<file path="src/ddr_pkg.sv">
/*
 * constants, carrier types and decode functions of the dual DAC register decoder.
 * assumes one system clock that oversamples the serial link pins.
 */
// Behaviour
// - a frame is 24 bits MSB first: rw, zero, group, channel address, 16 data.
// - channel address 000 picks A, 010 picks B, 100 picks both.
// - group 000 writes the data value of the addressed channel or channels.
// - data value is left aligned; low bits below the converter width are ignored.
// - group 001 stores a three bit range code from data bits 2..0.
// - range codes 000..101 are +5, +10, +10.8, -+5, -+10, -+10.8 volts.
// - group 011 is a control command chosen by the address field alone.
// - control address 000 is a filler command with no effect.
// - control address 001 stores option bits 3..0 from the data field.
// - control address 100 loads the clear code into both channels at once.
// - control address 101 moves pending input values to the outputs.
// - serial output off bit set disables the serial data output; default on.
// - clear level 0 gives 0 V; 1 gives midscale or negative full scale.
// - with current clamp enabled an overcurrent does not power the channel down.
// - with current clamp disabled an overcurrent powers the channel down.
// - thermal shutdown acts only while its enable bit is set; default off.
// - group 010 address 000 is power control with its fixed bit layout.
// - power up bit set runs the channel; cleared, the default, powers it down.
// - overtemperature powers both channels down and sets the thermal alert.
// - an overcurrent on a channel sets that channel's overcurrent alert bit.
package ddr_pkg;

	localparam int           FRAME_BITS = 24;
	localparam int           DATA_BITS  = 16;
	localparam int           DAC_BITS   = 16;
	localparam logic [4:0]   CNT_FRAME  = 5'h18;
	localparam logic [4:0]   CNT_MAX    = 5'h1F;

	localparam logic [2:0]   GRP_DATA   = 3'h0;
	localparam logic [2:0]   GRP_RANGE  = 3'h1;
	localparam logic [2:0]   GRP_POWER  = 3'h2;
	localparam logic [2:0]   GRP_CTRL   = 3'h3;

	localparam logic [2:0]   ADDR_A     = 3'h0;
	localparam logic [2:0]   ADDR_B     = 3'h2;
	localparam logic [2:0]   ADDR_BOTH  = 3'h4;

	localparam logic [2:0]   CTL_NO_OPERATION = 3'h0;
	localparam logic [2:0]   CTL_OPTIONS      = 3'h1;
	localparam logic [2:0]   CTL_CLEAR        = 3'h4;
	localparam logic [2:0]   CTL_LOAD         = 3'h5;

	localparam int           OPT_TSD_EN  = 3;
	localparam int           OPT_CLAMP   = 2;
	localparam int           OPT_CLR_SEL = 1;
	localparam int           OPT_SOUT    = 0;

	localparam int           PWR_PU_A   = 0;
	localparam int           PWR_PU_B   = 2;
	localparam int           PWR_THERM  = 5;
	localparam int           PWR_OC_A   = 7;
	localparam int           PWR_OC_B   = 9;

	localparam logic [2:0]   RNG_U5     = 3'h0;
	localparam logic [2:0]   RNG_U10    = 3'h1;
	localparam logic [2:0]   RNG_U108   = 3'h2;
	localparam logic [2:0]   RNG_B5     = 3'h3;
	localparam logic [2:0]   RNG_B10    = 3'h4;
	localparam logic [2:0]   RNG_B108   = 3'h5;

	localparam logic [15:0]  CODE_ZERO_UNI = 16'h0000;
	localparam logic [15:0]  CODE_ZERO_BIP = 16'h8000;
	localparam logic [15:0]  CODE_MID_UNI  = 16'h8000;
	localparam logic [15:0]  CODE_NEG_FS   = 16'h0000;
	localparam logic [15:0]  CODE_MASK     = 16'(16'hFFFF << (DATA_BITS - DAC_BITS));

	localparam logic [15:0]  RST_CODE    = 16'h0000;
	localparam logic [2:0]   RST_RANGE   = 3'h0;
	localparam logic [3:0]   RST_OPTIONS = 4'h4;
	localparam logic         RST_PU      = 1'b0;
	localparam logic [23:0]  RST_WORD    = 24'h000000;
	// pins in order {sclk, sync_n, data, load_n, oc_a, oc_b, overtemp}, idle levels
	localparam logic [6:0]   SYNC_INIT   = 7'h68;

	typedef struct packed {
		logic        rw;
		logic        zero;
		logic [2:0]  group;
		logic [2:0]  addr;
		logic [15:0] data;
	} ddr_frame_t;

	typedef struct packed {
		logic [15:0] code;
		logic [2:0]  range;
		logic        powered;
	} ddr_chan_t;

	typedef struct packed {
		logic tsd_en;
		logic clamp_en;
		logic clr_sel;
		logic sout_off;
	} ddr_opt_t;

	function automatic logic hit_a(input logic [2:0] addr);
		return (addr == ADDR_A) || (addr == ADDR_BOTH);
	endfunction

	function automatic logic hit_b(input logic [2:0] addr);
		return (addr == ADDR_B) || (addr == ADDR_BOTH);
	endfunction

	// offset binary coding is assumed for the bipolar ranges
	function automatic logic [15:0] clear_code(input logic [2:0] range, input logic sel);
		logic bip;
		bip = (range >= RNG_B5);
		if (!sel)
			return bip ? CODE_ZERO_BIP : CODE_ZERO_UNI;
		return bip ? CODE_NEG_FS : CODE_MID_UNI;
	endfunction

endpackage

</file>
<file path="src/ddr_sync.sv">
/*
 * two flip-flop synchroniser for a vector of unrelated levels.
 * assumes each bit is an independent level; no word coherence across bits.
 */
`timescale 1ns/100ps
module ddr_sync #(
	parameter int          W    = 1,
	parameter logic [W-1:0] INIT = '0
) (
	input  wire logic         clock_i,   // system clock
	input  wire logic         sys_rst_i, // async reset, high
	input  wire logic [W-1:0] async_i,   // levels from outside the domain
	output logic      [W-1:0] sync_o     // synchronised levels
);
	logic [W-1:0] meta_q;
	logic [W-1:0] sync_q;

	always_ff @(posedge clock_i or posedge sys_rst_i) begin
		if (sys_rst_i) begin
			meta_q <= INIT;
			sync_q <= INIT;
		end else begin
			meta_q <= async_i;
			sync_q <= meta_q;
		end
	end

	assign sync_o = sync_q;
endmodule

</file>
<file path="src/ddr_shift.sv">
/*
 * frame shifter: collects incoming bits and counts them, shifts the readback word out.
 * assumes one-cycle strobes already derived from the sampled serial clock.
 */
`timescale 1ns/100ps
module ddr_shift
	import ddr_pkg::*;
(
	input  wire logic               clock_i,    // system clock
	input  wire logic               sys_rst_i,  // async reset, high
	input  wire logic               start_i,    // frame opened, clears count
	input  wire logic               shift_in_i, // take bit_i
	input  wire logic               bit_i,      // serial input bit
	input  wire logic               load_out_i, // load out_word_i
	input  wire logic [23:0]        out_word_i, // readback word
	input  wire logic               shift_out_i,// advance output bit
	output ddr_pkg::ddr_frame_t     frame_o,    // last 24 bits received
	output logic      [4:0]         count_o,    // bits in this frame, saturating
	output logic                    bit_o       // serial output bit
);
	import ddr_pkg::*;

	logic [23:0] in_q;
	logic [4:0]  cnt_q;
	logic [23:0] out_q;

	always_ff @(posedge clock_i or posedge sys_rst_i) begin
		if (sys_rst_i)
			in_q <= RST_WORD;
		else if (shift_in_i)
			in_q <= {in_q[22:0], bit_i};
	end

	// saturating so that an overlong frame never wraps back to a legal length
	always_ff @(posedge clock_i or posedge sys_rst_i) begin
		if (sys_rst_i)
			cnt_q <= 5'h00;
		else if (start_i)
			cnt_q <= 5'h00;
		else if (shift_in_i && cnt_q != CNT_MAX)
			cnt_q <= cnt_q + 5'h01;
	end

	always_ff @(posedge clock_i or posedge sys_rst_i) begin
		if (sys_rst_i)
			out_q <= RST_WORD;
		else if (load_out_i)
			out_q <= out_word_i;
		else if (shift_out_i)
			out_q <= {out_q[22:0], 1'b0};
	end

	assign frame_o = in_q;
	assign count_o = cnt_q;
	assign bit_o   = out_q[23];
endmodule

</file>
<file path="src/ddr_top.sv">
/*
 * register decoder of a dual voltage output DAC behind its serial frame port.
 * assumes the serial pins and analog fault flags are asynchronous to clock_i,
 * and that clock_i runs several times faster than the serial clock.
 */
`timescale 1ns/100ps
module ddr_top
	import ddr_pkg::*;
(
	input  wire logic           clock_i,         // system clock, 100 MHz
	input  wire logic           sys_rst_i,       // async reset, high
	input  wire logic           link_sclk_i,     // serial clock pin
	input  wire logic           frame_sync_n_i,  // frame select pin, low in frame
	input  wire logic           serial_in_pin_i, // serial data in
	input  wire logic           load_n_i,        // load pin, low moves inputs out
	input  wire logic           overcurrent_a_i, // channel A overcurrent level
	input  wire logic           overcurrent_b_i, // channel B overcurrent level
	input  wire logic           overtemp_i,      // die overtemperature level
	output ddr_pkg::ddr_chan_t  chan_a_o,        // channel A code, range, power
	output ddr_pkg::ddr_chan_t  chan_b_o,        // channel B code, range, power
	output ddr_pkg::ddr_opt_t   options_o,       // option bits
	output logic                thermal_alert_o, // thermal alert flag
	output logic                serial_out_o,    // serial data out
	output logic                serial_out_oe_o  // serial out enable, high drives
);
	import ddr_pkg::*;

	logic [6:0]  pins_s;
	logic        sclk_s;
	logic        sync_n_s;
	logic        sin_s;
	logic        load_n_s;
	logic        oc_a_s;
	logic        oc_b_s;
	logic        ot_s;

	logic        sclk_q;
	logic        sync_n_q;
	logic        sclk_fall;
	logic        sclk_rise;
	logic        frame_start;
	logic        frame_end;

	ddr_frame_t  frm;
	logic [4:0]  count;
	logic        commit;
	logic        write_go;
	logic        read_go;
	logic        ctrl_go;
	logic        pwr_write;
	logic        therm_trip;

	ddr_opt_t    opts_q;
	logic [15:0] in_a_q;
	logic [15:0] in_b_q;
	logic [15:0] code_a_q;
	logic [15:0] code_b_q;
	logic [2:0]  range_a_q;
	logic [2:0]  range_b_q;
	logic        pu_a_q;
	logic        pu_b_q;
	logic        therm_q;
	logic        oc_a_q;
	logic        oc_b_q;
	logic [23:0] rb_q;
	logic [15:0] rb_data;
	logic [15:0] power_word;

	ddr_sync #(
		.W    (7),
		.INIT (SYNC_INIT)
	) u_sync (
		.clock_i   (clock_i),
		.sys_rst_i (sys_rst_i),
		.async_i   ({link_sclk_i, frame_sync_n_i, serial_in_pin_i, load_n_i,
		             overcurrent_a_i, overcurrent_b_i, overtemp_i}),
		.sync_o    (pins_s)
	);

	assign {sclk_s, sync_n_s, sin_s, load_n_s, oc_a_s, oc_b_s, ot_s} = pins_s;

	always_ff @(posedge clock_i or posedge sys_rst_i) begin
		if (sys_rst_i) begin
			sclk_q   <= SYNC_INIT[6];
			sync_n_q <= SYNC_INIT[5];
		end else begin
			sclk_q   <= sclk_s;
			sync_n_q <= sync_n_s;
		end
	end

	// both edges come through the same synchroniser delay, so their order holds
	assign sclk_fall   = sclk_q & ~sclk_s & ~sync_n_s;
	assign sclk_rise   = ~sclk_q & sclk_s & ~sync_n_s;
	assign frame_start = sync_n_q & ~sync_n_s;
	assign frame_end   = ~sync_n_q & sync_n_s;

	ddr_shift u_shift (
		.clock_i     (clock_i),
		.sys_rst_i   (sys_rst_i),
		.start_i     (frame_start),
		.shift_in_i  (sclk_fall),
		.bit_i       (sin_s),
		.load_out_i  (frame_start),
		.out_word_i  (rb_q),
		.shift_out_i (sclk_rise),
		.frame_o     (frm),
		.count_o     (count),
		.bit_o       (serial_out_o)
	);

	// a frame with the zero bit set is treated as corrupt and dropped
	assign commit    = frame_end && (count == CNT_FRAME) && !frm.zero;
	assign write_go  = commit && !frm.rw;
	assign read_go   = commit && frm.rw;
	assign ctrl_go   = write_go && (frm.group == GRP_CTRL);
	assign pwr_write = write_go && (frm.group == GRP_POWER) && (frm.addr == ADDR_A);
	assign therm_trip = opts_q.tsd_en && ot_s;

	always_ff @(posedge clock_i or posedge sys_rst_i) begin
		if (sys_rst_i)
			opts_q <= RST_OPTIONS;
		else if (ctrl_go && frm.addr == CTL_OPTIONS)
			opts_q <= frm.data[3:0];
	end

	// pending input values; a clear also resets them so a later load cannot undo it
	always_ff @(posedge clock_i or posedge sys_rst_i) begin
		if (sys_rst_i) begin
			in_a_q <= RST_CODE;
			in_b_q <= RST_CODE;
		end else if (ctrl_go && frm.addr == CTL_CLEAR) begin
			in_a_q <= clear_code(range_a_q, opts_q.clr_sel);
			in_b_q <= clear_code(range_b_q, opts_q.clr_sel);
		end else if (write_go && frm.group == GRP_DATA) begin
			if (hit_a(frm.addr))
				in_a_q <= frm.data & CODE_MASK;
			if (hit_b(frm.addr))
				in_b_q <= frm.data & CODE_MASK;
		end
	end

	always_ff @(posedge clock_i or posedge sys_rst_i) begin
		if (sys_rst_i) begin
			code_a_q <= RST_CODE;
			code_b_q <= RST_CODE;
		end else if (ctrl_go && frm.addr == CTL_CLEAR) begin
			code_a_q <= clear_code(range_a_q, opts_q.clr_sel);
			code_b_q <= clear_code(range_b_q, opts_q.clr_sel);
		end else if ((ctrl_go && frm.addr == CTL_LOAD) || !load_n_s) begin
			code_a_q <= in_a_q;
			code_b_q <= in_b_q;
		end
	end

	// codes 110 and 111 are stored as written; the analog side treats them as unused
	always_ff @(posedge clock_i or posedge sys_rst_i) begin
		if (sys_rst_i) begin
			range_a_q <= RST_RANGE;
			range_b_q <= RST_RANGE;
		end else if (write_go && frm.group == GRP_RANGE) begin
			if (hit_a(frm.addr))
				range_a_q <= frm.data[2:0];
			if (hit_b(frm.addr))
				range_b_q <= frm.data[2:0];
		end
	end

	// hardware power-down wins over a power-up written in the same cycle
	always_ff @(posedge clock_i or posedge sys_rst_i) begin
		if (sys_rst_i)
			pu_a_q <= RST_PU;
		else if (therm_trip || (!opts_q.clamp_en && oc_a_s))
			pu_a_q <= 1'b0;
		else if (pwr_write)
			pu_a_q <= frm.data[PWR_PU_A];
	end

	always_ff @(posedge clock_i or posedge sys_rst_i) begin
		if (sys_rst_i)
			pu_b_q <= RST_PU;
		else if (therm_trip || (!opts_q.clamp_en && oc_b_s))
			pu_b_q <= 1'b0;
		else if (pwr_write)
			pu_b_q <= frm.data[PWR_PU_B];
	end

	// sticky; a power control write clears it, but a trip in that cycle wins
	always_ff @(posedge clock_i or posedge sys_rst_i) begin
		if (sys_rst_i)
			therm_q <= 1'b0;
		else if (therm_trip)
			therm_q <= 1'b1;
		else if (pwr_write)
			therm_q <= 1'b0;
	end

	// overcurrent alerts follow the fault and drop once it is removed
	always_ff @(posedge clock_i or posedge sys_rst_i) begin
		if (sys_rst_i) begin
			oc_a_q <= 1'b0;
			oc_b_q <= 1'b0;
		end else begin
			oc_a_q <= oc_a_s;
			oc_b_q <= oc_b_s;
		end
	end

	always_comb begin
		power_word = 16'h0000;
		power_word[PWR_PU_A]  = pu_a_q;
		power_word[PWR_PU_B]  = pu_b_q;
		power_word[PWR_THERM] = therm_q;
		power_word[PWR_OC_A]  = oc_a_q;
		power_word[PWR_OC_B]  = oc_b_q;
	end

	always_comb begin
		rb_data = 16'h0000;
		case (frm.group)
			GRP_DATA: begin
				rb_data = (frm.addr == ADDR_B) ? in_b_q : in_a_q;
			end
			GRP_RANGE: begin
				rb_data = {13'h0, (frm.addr == ADDR_B) ? range_b_q : range_a_q};
			end
			GRP_POWER: begin
				rb_data = power_word;
			end
			GRP_CTRL: begin
				if (frm.addr == CTL_OPTIONS)
					rb_data = {12'h000, opts_q};
			end
			default: begin
				rb_data = 16'h0000;
			end
		endcase
	end

	// the readback word is handed to the shifter when the next frame opens
	always_ff @(posedge clock_i or posedge sys_rst_i) begin
		if (sys_rst_i)
			rb_q <= RST_WORD;
		else if (read_go)
			rb_q <= {frm.rw, frm.zero, frm.group, frm.addr, rb_data};
		else if (frame_start)
			rb_q <= RST_WORD;
	end

	assign serial_out_oe_o = !opts_q.sout_off && !sync_n_s;

	assign chan_a_o        = '{code: code_a_q, range: range_a_q, powered: pu_a_q};
	assign chan_b_o        = '{code: code_b_q, range: range_b_q, powered: pu_b_q};
	assign options_o       = opts_q;
	assign thermal_alert_o = therm_q;

	property p_len;
		@(posedge clock_i) disable iff (sys_rst_i)
		(frame_end && count != CNT_FRAME) |=> $stable(opts_q) && $stable(in_a_q)
			&& $stable(range_a_q);
	endproperty
	a_len: assert property (p_len) else $error("short or long frame took effect");

	property p_data_a;
		@(posedge clock_i) disable iff (sys_rst_i)
		(write_go && frm.group == GRP_DATA && frm.addr == ADDR_A)
			|=> in_a_q == ($past(frm.data) & CODE_MASK) && $stable(in_b_q);
	endproperty
	a_data_a: assert property (p_data_a) else $error("channel A data not stored");

	property p_both;
		@(posedge clock_i) disable iff (sys_rst_i)
		(write_go && frm.group == GRP_DATA && frm.addr == ADDR_BOTH)
			|=> in_a_q == in_b_q && in_b_q == ($past(frm.data) & CODE_MASK);
	endproperty
	a_both: assert property (p_both) else $error("both channel write mismatched");

	property p_range;
		@(posedge clock_i) disable iff (sys_rst_i)
		(write_go && frm.group == GRP_RANGE && frm.addr == ADDR_B)
			|=> range_b_q == $past(frm.data[2:0]) && $stable(range_a_q);
	endproperty
	a_range: assert property (p_range) else $error("range code not stored");

	property p_opts;
		@(posedge clock_i) disable iff (sys_rst_i)
		(ctrl_go && frm.addr == CTL_OPTIONS) |=> opts_q == $past(frm.data[3:0]);
	endproperty
	a_opts: assert property (p_opts) else $error("option bits not stored");

	property p_clear;
		@(posedge clock_i) disable iff (sys_rst_i)
		(ctrl_go && frm.addr == CTL_CLEAR)
			|=> code_a_q == clear_code(range_a_q, opts_q.clr_sel)
			&& code_b_q == clear_code(range_b_q, opts_q.clr_sel);
	endproperty
	a_clear: assert property (p_clear) else $error("clear code not applied");

	property p_load;
		@(posedge clock_i) disable iff (sys_rst_i)
		(ctrl_go && frm.addr == CTL_LOAD) |=> code_a_q == $past(in_a_q)
			&& code_b_q == $past(in_b_q);
	endproperty
	a_load: assert property (p_load) else $error("load did not move inputs");

	property p_sout;
		@(posedge clock_i) disable iff (sys_rst_i)
		opts_q.sout_off |-> !serial_out_oe_o;
	endproperty
	a_sout: assert property (p_sout) else $error("serial output driven while off");

	property p_oc_down;
		@(posedge clock_i) disable iff (sys_rst_i)
		(!opts_q.clamp_en && oc_a_s) |=> !pu_a_q;
	endproperty
	a_oc_down: assert property (p_oc_down) else $error("overcurrent left A powered");

	property p_clamp;
		@(posedge clock_i) disable iff (sys_rst_i)
		(opts_q.clamp_en && pu_a_q && !therm_trip && !pwr_write) |=> pu_a_q;
	endproperty
	a_clamp: assert property (p_clamp) else $error("A powered down under clamp");

	property p_therm;
		@(posedge clock_i) disable iff (sys_rst_i)
		therm_trip |=> !pu_a_q && !pu_b_q && thermal_alert_o;
	endproperty
	a_therm: assert property (p_therm) else $error("thermal trip not handled");

	property p_oc_flag;
		@(posedge clock_i) disable iff (sys_rst_i)
		$rose(oc_b_s) |=> power_word[PWR_OC_B] ##1 (power_word[PWR_OC_B] || !oc_b_s);
	endproperty
	a_oc_flag: assert property (p_oc_flag) else $error("B overcurrent alert missing");

	property p_no_op;
		@(posedge clock_i) disable iff (sys_rst_i)
		(ctrl_go && frm.addr == CTL_NO_OPERATION) |=> $stable(opts_q)
			&& $stable(in_a_q) && $stable(in_b_q);
	endproperty
	a_no_op: assert property (p_no_op) else $error("filler command changed state");

endmodule

</file>
<file path="config.mk">
export PLATFORM = sky130hd
export DESIGN_NAME = ddr_top
export DESIGN_NICKNAME = d
export VERILOG_FILES = /design/src/ddr_pkg.sv /design/src/ddr_sync.sv /design/src/ddr_shift.sv /design/src/ddr_top.sv
export SDC_FILE = /design/constraint.sdc
export NUM_CORES = 1
export LEC_CHECK = 0
export BUFFER_PORTS_ARGS = -buffer_cell sky130_fd_sc_hd__buf_2
export CAP_MARGIN = 20
export CORE_MARGIN = 8
export CORE_UTILIZATION = 50
export CTS_BUF_LIST = sky130_fd_sc_hd__clkbuf_2
export CTS_CLUSTER_DIAMETER = 200
export DETAILED_ROUTE_END_ITERATION = 8
export GPL_TIMING_DRIVEN = 0
export PLACE_DENSITY = 0.78
export SKIP_CTS_REPAIR_TIMING = 1
export SLEW_MARGIN = 10
export SYNTH_ARGS = -nofsm -noshare
export SYNTH_HDL_FRONTEND = slang
export SYNTH_HIERARCHICAL = 1
export SYNTH_SLANG_ARGS = --single-unit
export TNS_END_PERCENT = 100
</file>
<file path="constraint.sdc">
create_clock -name clock_i -period 8 [get_ports clock_i]
set_clock_uncertainty 0.05 [all_clocks]
set_input_delay 0.4 -clock clock_i [delete_from_list [all_inputs] [get_ports clock_i]]
set_output_delay 0.4 -clock clock_i [all_outputs]
set_load 0.1 [all_outputs]
</file>
* Word level (Yosys, flattened, before mapping)
Cells that the tools add are included.
W data, S select, Z words.
** Word-level totals
- Logic and storage cells :: 125
- Output and inout port bits :: 47
- Bits of input ports :: 9
- Register bits after elaboration :: 172
** Cells by class
- Bitwise operators :: 10
- Multiplexer cells :: 36
- $lt $le $gt $ge :: 2
- Add/sub/neg operators :: 1
- Equal/unequal tests :: 9
- Reductions and logical operators :: 44
** Operators with widths (number)
- $mux W16 :: 19
- $mux W24 :: 4
- $pmux W16 S4 :: 1
- $reduce_bool A2 Y1 :: 10
- $logic_and A1 B1 Y1 :: 17
- $mux W5 :: 2
- $eq A3 B2 Y1 const B :: 3
- $mux W1 :: 8
- $reduce_and A2 Y1 :: 4
- $and A1 B1 Y1 :: 6
- $eq A3 B1 Y1 const B :: 2
- $eq A3 B3 Y1 const B :: 2
- $ge A3 B2 Y1 const B :: 2
- $logic_not A1 Y1 :: 6
- $logic_not A3 Y1 :: 2
- $add A5 B1 Y5 const B :: 1
- $eq A5 B5 Y1 const B :: 1
- $logic_or A1 B1 Y1 :: 5
- $ne A5 B5 Y1 const B :: 1
- $mux W4 :: 1
- $not A1 Y1 :: 4
- $mux W3 :: 1

* Logic depth before layout (Yosys ltp)
- Depth in word-level cells :: 10
- Depth in mapped cells :: 7
- Depth with buffers taken out :: 6

* Hierarchy
Netlist, hierarchy kept.
** By module, submodules not included
- ddr_top :: times used 1, area an instance 4834.6 um^2, seq. area each 2631.3 um^2, cells each 418
- ddr_shift :: times used 1, area an instance 2243.4 um^2, seq. area each 1326.3 um^2, cells each 181
- ddr_sync :: times used 1, area an instance 361.6 um^2, seq. area each 357.8 um^2, cells each 15

* Worst setup path before layout
No wires, ideal clock.
- Kind :: reg-to-output
- Start point :: reg opts_q, in the netlist options_o[0]
- End point :: out serial_out_oe_o
- Cell stages (with the launch flop) :: 2
- Buffers on the path :: 0
- Data required time :: 7.550 ns
- Arrival time :: 2.164 ns
- Path slack :: 5.386 ns
- Cells stage by stage :: dfrtp_1 -> nor2_1
** On the way
- Cells in the longest elaborated chain, start to end :: 2
** RTL lines
- from (decl) :: RTL line ddr_top.sv:53 : ddr_opt_t opts_q;
- from (signal assigned) :: RTL line ddr_top.sv:124 : opts_q <= frm.data[3:0];
- $logic_not A1 Y1 :: RTL line ddr_top.sv:250 : assign serial_out_oe_o = !opts_q.sout_off && !sync_n_s;
- $logic_and A1 B1 Y1 :: RTL line ddr_top.sv:250
- to (decl) :: RTL line ddr_top.sv:24 : output logic serial_out_oe_o
Every way passes these cells.

* Worst setup path after layout
- Start point :: reg u_shift.in_q[21], in the netlist u_shift/frame_o[21]
- End point :: reg in_a_q[8]
** On the way
- Cells in the longest elaborated chain, start to end :: 5
- Elaborated cells on any way between the ends :: 9
- Classes of those cells :: 1 x eq/ne; 1 x mux; 7 x reduce/logical
** RTL lines
- from (decl) :: RTL line ddr_shift.sv:23 : logic [23:0] in_q;
- from (signal assigned) :: RTL line ddr_shift.sv:31 : in_q <= {in_q[22:0], bit_i};
- $eq A3 B2 Y1 :: RTL line ddr_top.sv:116 : assign ctrl_go = write_go && (frm.group == GRP_CTRL);
- $logic_and A1 B1 Y1 :: RTL line ddr_top.sv:116
- $logic_and A1 B1 Y1 :: RTL line ddr_top.sv:132 : end else if (ctrl_go && frm.addr == CTL_CLEAR) begin
- $reduce_bool A2 Y1 (no line)
- $reduce_and A2 Y1 (no line)
- to (signal assigned) :: RTL line ddr_top.sv:133 : in_a_q <= clear_code(range_a_q, opts_q.clr_sel);
- to (signal assigned) :: RTL line ddr_top.sv:137 : in_a_q <= frm.data & CODE_MASK;
- to (decl) :: RTL line ddr_top.sv:54 : logic [15:0] in_a_q;
Several ways; a longest one is shown, not always the timed one.
A chain may end at the register's enable or synchronous reset.

==> reports/results.ini <==
[setup_path]
crit_required_ps=8580
cp-end-kind=register
worstPathArrival_ps=3740
crit_slowest_cell=nor3_1
critical_path_class=reg -> reg
endpoint=in_a_q[8]
crit_path_max_incr_delay_ps=830
crit_chain=clkbuf_1, nor3_1, a31oi_1, nor2_1, buf_2, mux2_2
r2r_slack_ps=4840
timing.rr.start=u_shift/frame_o[21]
worstSetupStartpointType=register
crit_cells=6
ff2ff_path_depth=6
startpoint=u_shift/frame_o[21]
r2r_end=in_a_q[8]
cp_max_fo=10
cp_top_family=simple AND/OR/NAND/NOR gates
crit_buf_inv=2

[power]
p_seq_share_pct=59.5
p_per_area_nw_per_um2=185
ir_worst_vdd_v=0.000126
clkPwrFrac_pct=34.4
switching_share_pct=25.5
p_leak_nw=4.01
power_mw=1.55
combPwrFrac_pct=6.1
p_sw_uw=395
p_int_mw=1.15

[placed_design]
port-buffer-count=55
dp_hpwl_um=11700
gp_congestion=0.842
place_area_um2=7990

[detailed_routing]
via_count=4974
drt-initial-drc-count=476
post_drt_wl_per_cell_um=18.1
first_pass_iters=5
drcViolationCount=0
routed_via_density=5.55
ant_nets=0
wirelength_um=16200

[finish]
fill_cells=1217
drive_gt1_share_pct=28.7
mostFrequentLayoutCell=dfrtp_1
mostFrequentLayoutCells=163 x dfrtp_1, 77 x nand2_1, 71 x mux2_2, 64 x buf_2, 62 x mux2i_1
final-seq-area_um2=4320
area_delta_synth_final_pct=12.4
final_area_um2=8360
nNetsFinal=709
multiInputGateArea_um2=2790
final_util_pct=57.5

[timing]
hold_viol=0
setup_viol=0
fin_crit_ps=3160
slew_headroom_pct=30.3
timing.final.crit_share_pct=39.5
timing.fmax_ghz=0.316
timing.final.max_slew_violations=0
tns_ps=0
worst_slew_pin_slew_ps=1040
rsz0062_at_grt=no

[clock_network]
cts_root_buf=clkbuf_2
cts-buffers-inserted=17
clockBufferDepth=2
clk_pin_slew_worst_paths_ps=260
cts.sinks=172
insertion_delay_ps=710
cts_tree=done
htree_num_levels=4

[die]
io_pins=56
die_w_um=138
die_h_um=138
core_um2=14500
rows=44
die_area_um2=19000
start_util_pct=51.2

[synthesis]
avgSynthCellArea_um2=12.1
ys_ff_latch=172
yosysSeqAreaShare_pct=58.0
synth.distinct_cells=49
synth_edf_count=0
synth_ff_type=dfrtp_1
synthCells=614
async_reset_ff_share_pct=100
syn-cell-area_um2=7440
yosysWarnings=6
synth_nets=625

[global_routing]
grt_max_degree=63
grt_overflow=0
grt_pass1_vias=5226
grt.total_usage_pct=17.9
antenna_found_initial=1
grt_pass1_wl_um=26800

[hold_path]
min_path_type=in -> async

[run]
cap_violations=0

[run_status]
status=finished, final reports clean

per-layer routing:
metal  vias up  track usage (%)  share of wire (%)  routed length [µm]
met3        27             3.66                4.5                 723
met1      2527             23.4                 44                7150
met5         -                0                  0                   0
met4         0             6.63                1.9                 301
met2       136             28.8                 50                8040
li1       2284                -                  -                   -
sequential cells by signal (all words and copies together), names as in the netlist, 3 cells and up:
register and cells:
range_a_q 3, u_sync/meta_q 7, options_o 4, u_sync/sync_o 7, rb_q 24, in_b_q 16
u_shift/count_o 5, range_b_q 3, u_shift/frame_o 24, in_a_q 16, u_shift/out_q 24, code_a_q 16
code_b_q 16
how the worst min path moves through the flow:
stage	start	end	slack, ps
6_report	sys_rst_i	u_shift/frame_o[6]	150
5_1_grt	sys_rst_i	u_shift/frame_o[6]	140
4_1_cts	sys_rst_i	u_shift/frame_o[6]	-410
3_5_place_dp	u_sync/meta_q[2]	u_sync/sync_o[2]	290
3_3_place_gp	u_sync/meta_q[2]	u_sync/sync_o[2]	280
2_1_floorplan	sys_rst_i	u_sync/meta_q[0]	230
through the flow:
step	worst slack [ps]	instances	hold WS (ps)
after global placement	3710	853	281
after detailed placement	4900	855	286
final	4840	896	154
after floorplan	4790	614	235
after global routing	4640	896	143
after CTS	4900	887	-409
power groups by stage:
stage                     sequential (mW)  combinational (mW)  clock (mW)
after floorplan                     0.925              0.0698           0
after global placement              0.934              0.0852           0
after detailed placement            0.936              0.0926           0
after CTS                           0.921              0.0928       0.539
after global routing                0.926               0.105       0.580
final                               0.922              0.0946       0.532
cells in the mapped netlist (2+ instances only):
master / number / area (µm²)
clkbuf_1: 14 / 52.6
ha_1: 2 / 25.0
nand2_1: 77 / 289
nor4b_1: 2 / 17.5
mux2_2: 71 / 800
dfstp_2: 9 / 236
nand4_1: 2 / 12.5
or3_1: 3 / 18.8
buf_2: 9 / 45.0
dfrtp_1: 163 / 4080
mux2_4: 9 / 135
or4_1: 2 / 15.0
nor3_1: 5 / 25.0
xnor2_1: 4 / 35.0
nand2b_1: 2 / 12.5
a21oi_1: 8 / 40.0
or4_2: 2 / 17.5
and3_1: 2 / 12.5
nor3b_1: 4 / 30.0
buf_6: 2 / 22.5
a31oi_1: 2 / 12.5
a222oi_1: 2 / 20.0
o21ai_0: 51 / 255
a22oi_1: 5 / 37.5
nor2_1: 4 / 15.0
nand3_1: 10 / 50.1
a32oi_1: 3 / 26.3
and2_1: 18 / 113
buf_4: 5 / 37.5
inv_1: 42 / 158
mux2i_1: 62 / 621
cell type report:
class | count | area share [%]
antenna | 1 | 0.0299
buffer | 32 | 2.17
clock buffer | 17 | 1.02
clock inverter | 15 | 2.50
inverter | 42 | 1.91
multi-input combinational | 368 | 33.3
sequential | 172 | 51.6
tap | 184 | 2.75
timing repair buffer | 65 | 4.73
worst register-to-register path, delay by kind of cell (launching register included):
family,cells,cell delay (ps)
buf+inv,2,580
flops,1,440
compound gates,1,180
mux,1,370
simple gates,2,1480
cells by family (layout without fill, tap and decap cells):
logic type | after synthesis | after routing | share of synthesized area (%)
xor gates and xnor gates | 5 | 5 | 0.589
other | 0 | 1 | 0
buffers and inverters | 74 | 171 | 4.56
AOI/OAI and AO/OA | 74 | 74 | 5.67
and+or+nand+nor | 145 | 145 | 9.94
muxes | 142 | 142 | 20.9
adders and majority gates | 2 | 2 | 0.336
DFF | 172 | 172 | 58.0
Note: power is estimated with default switching activity, not from simulation.
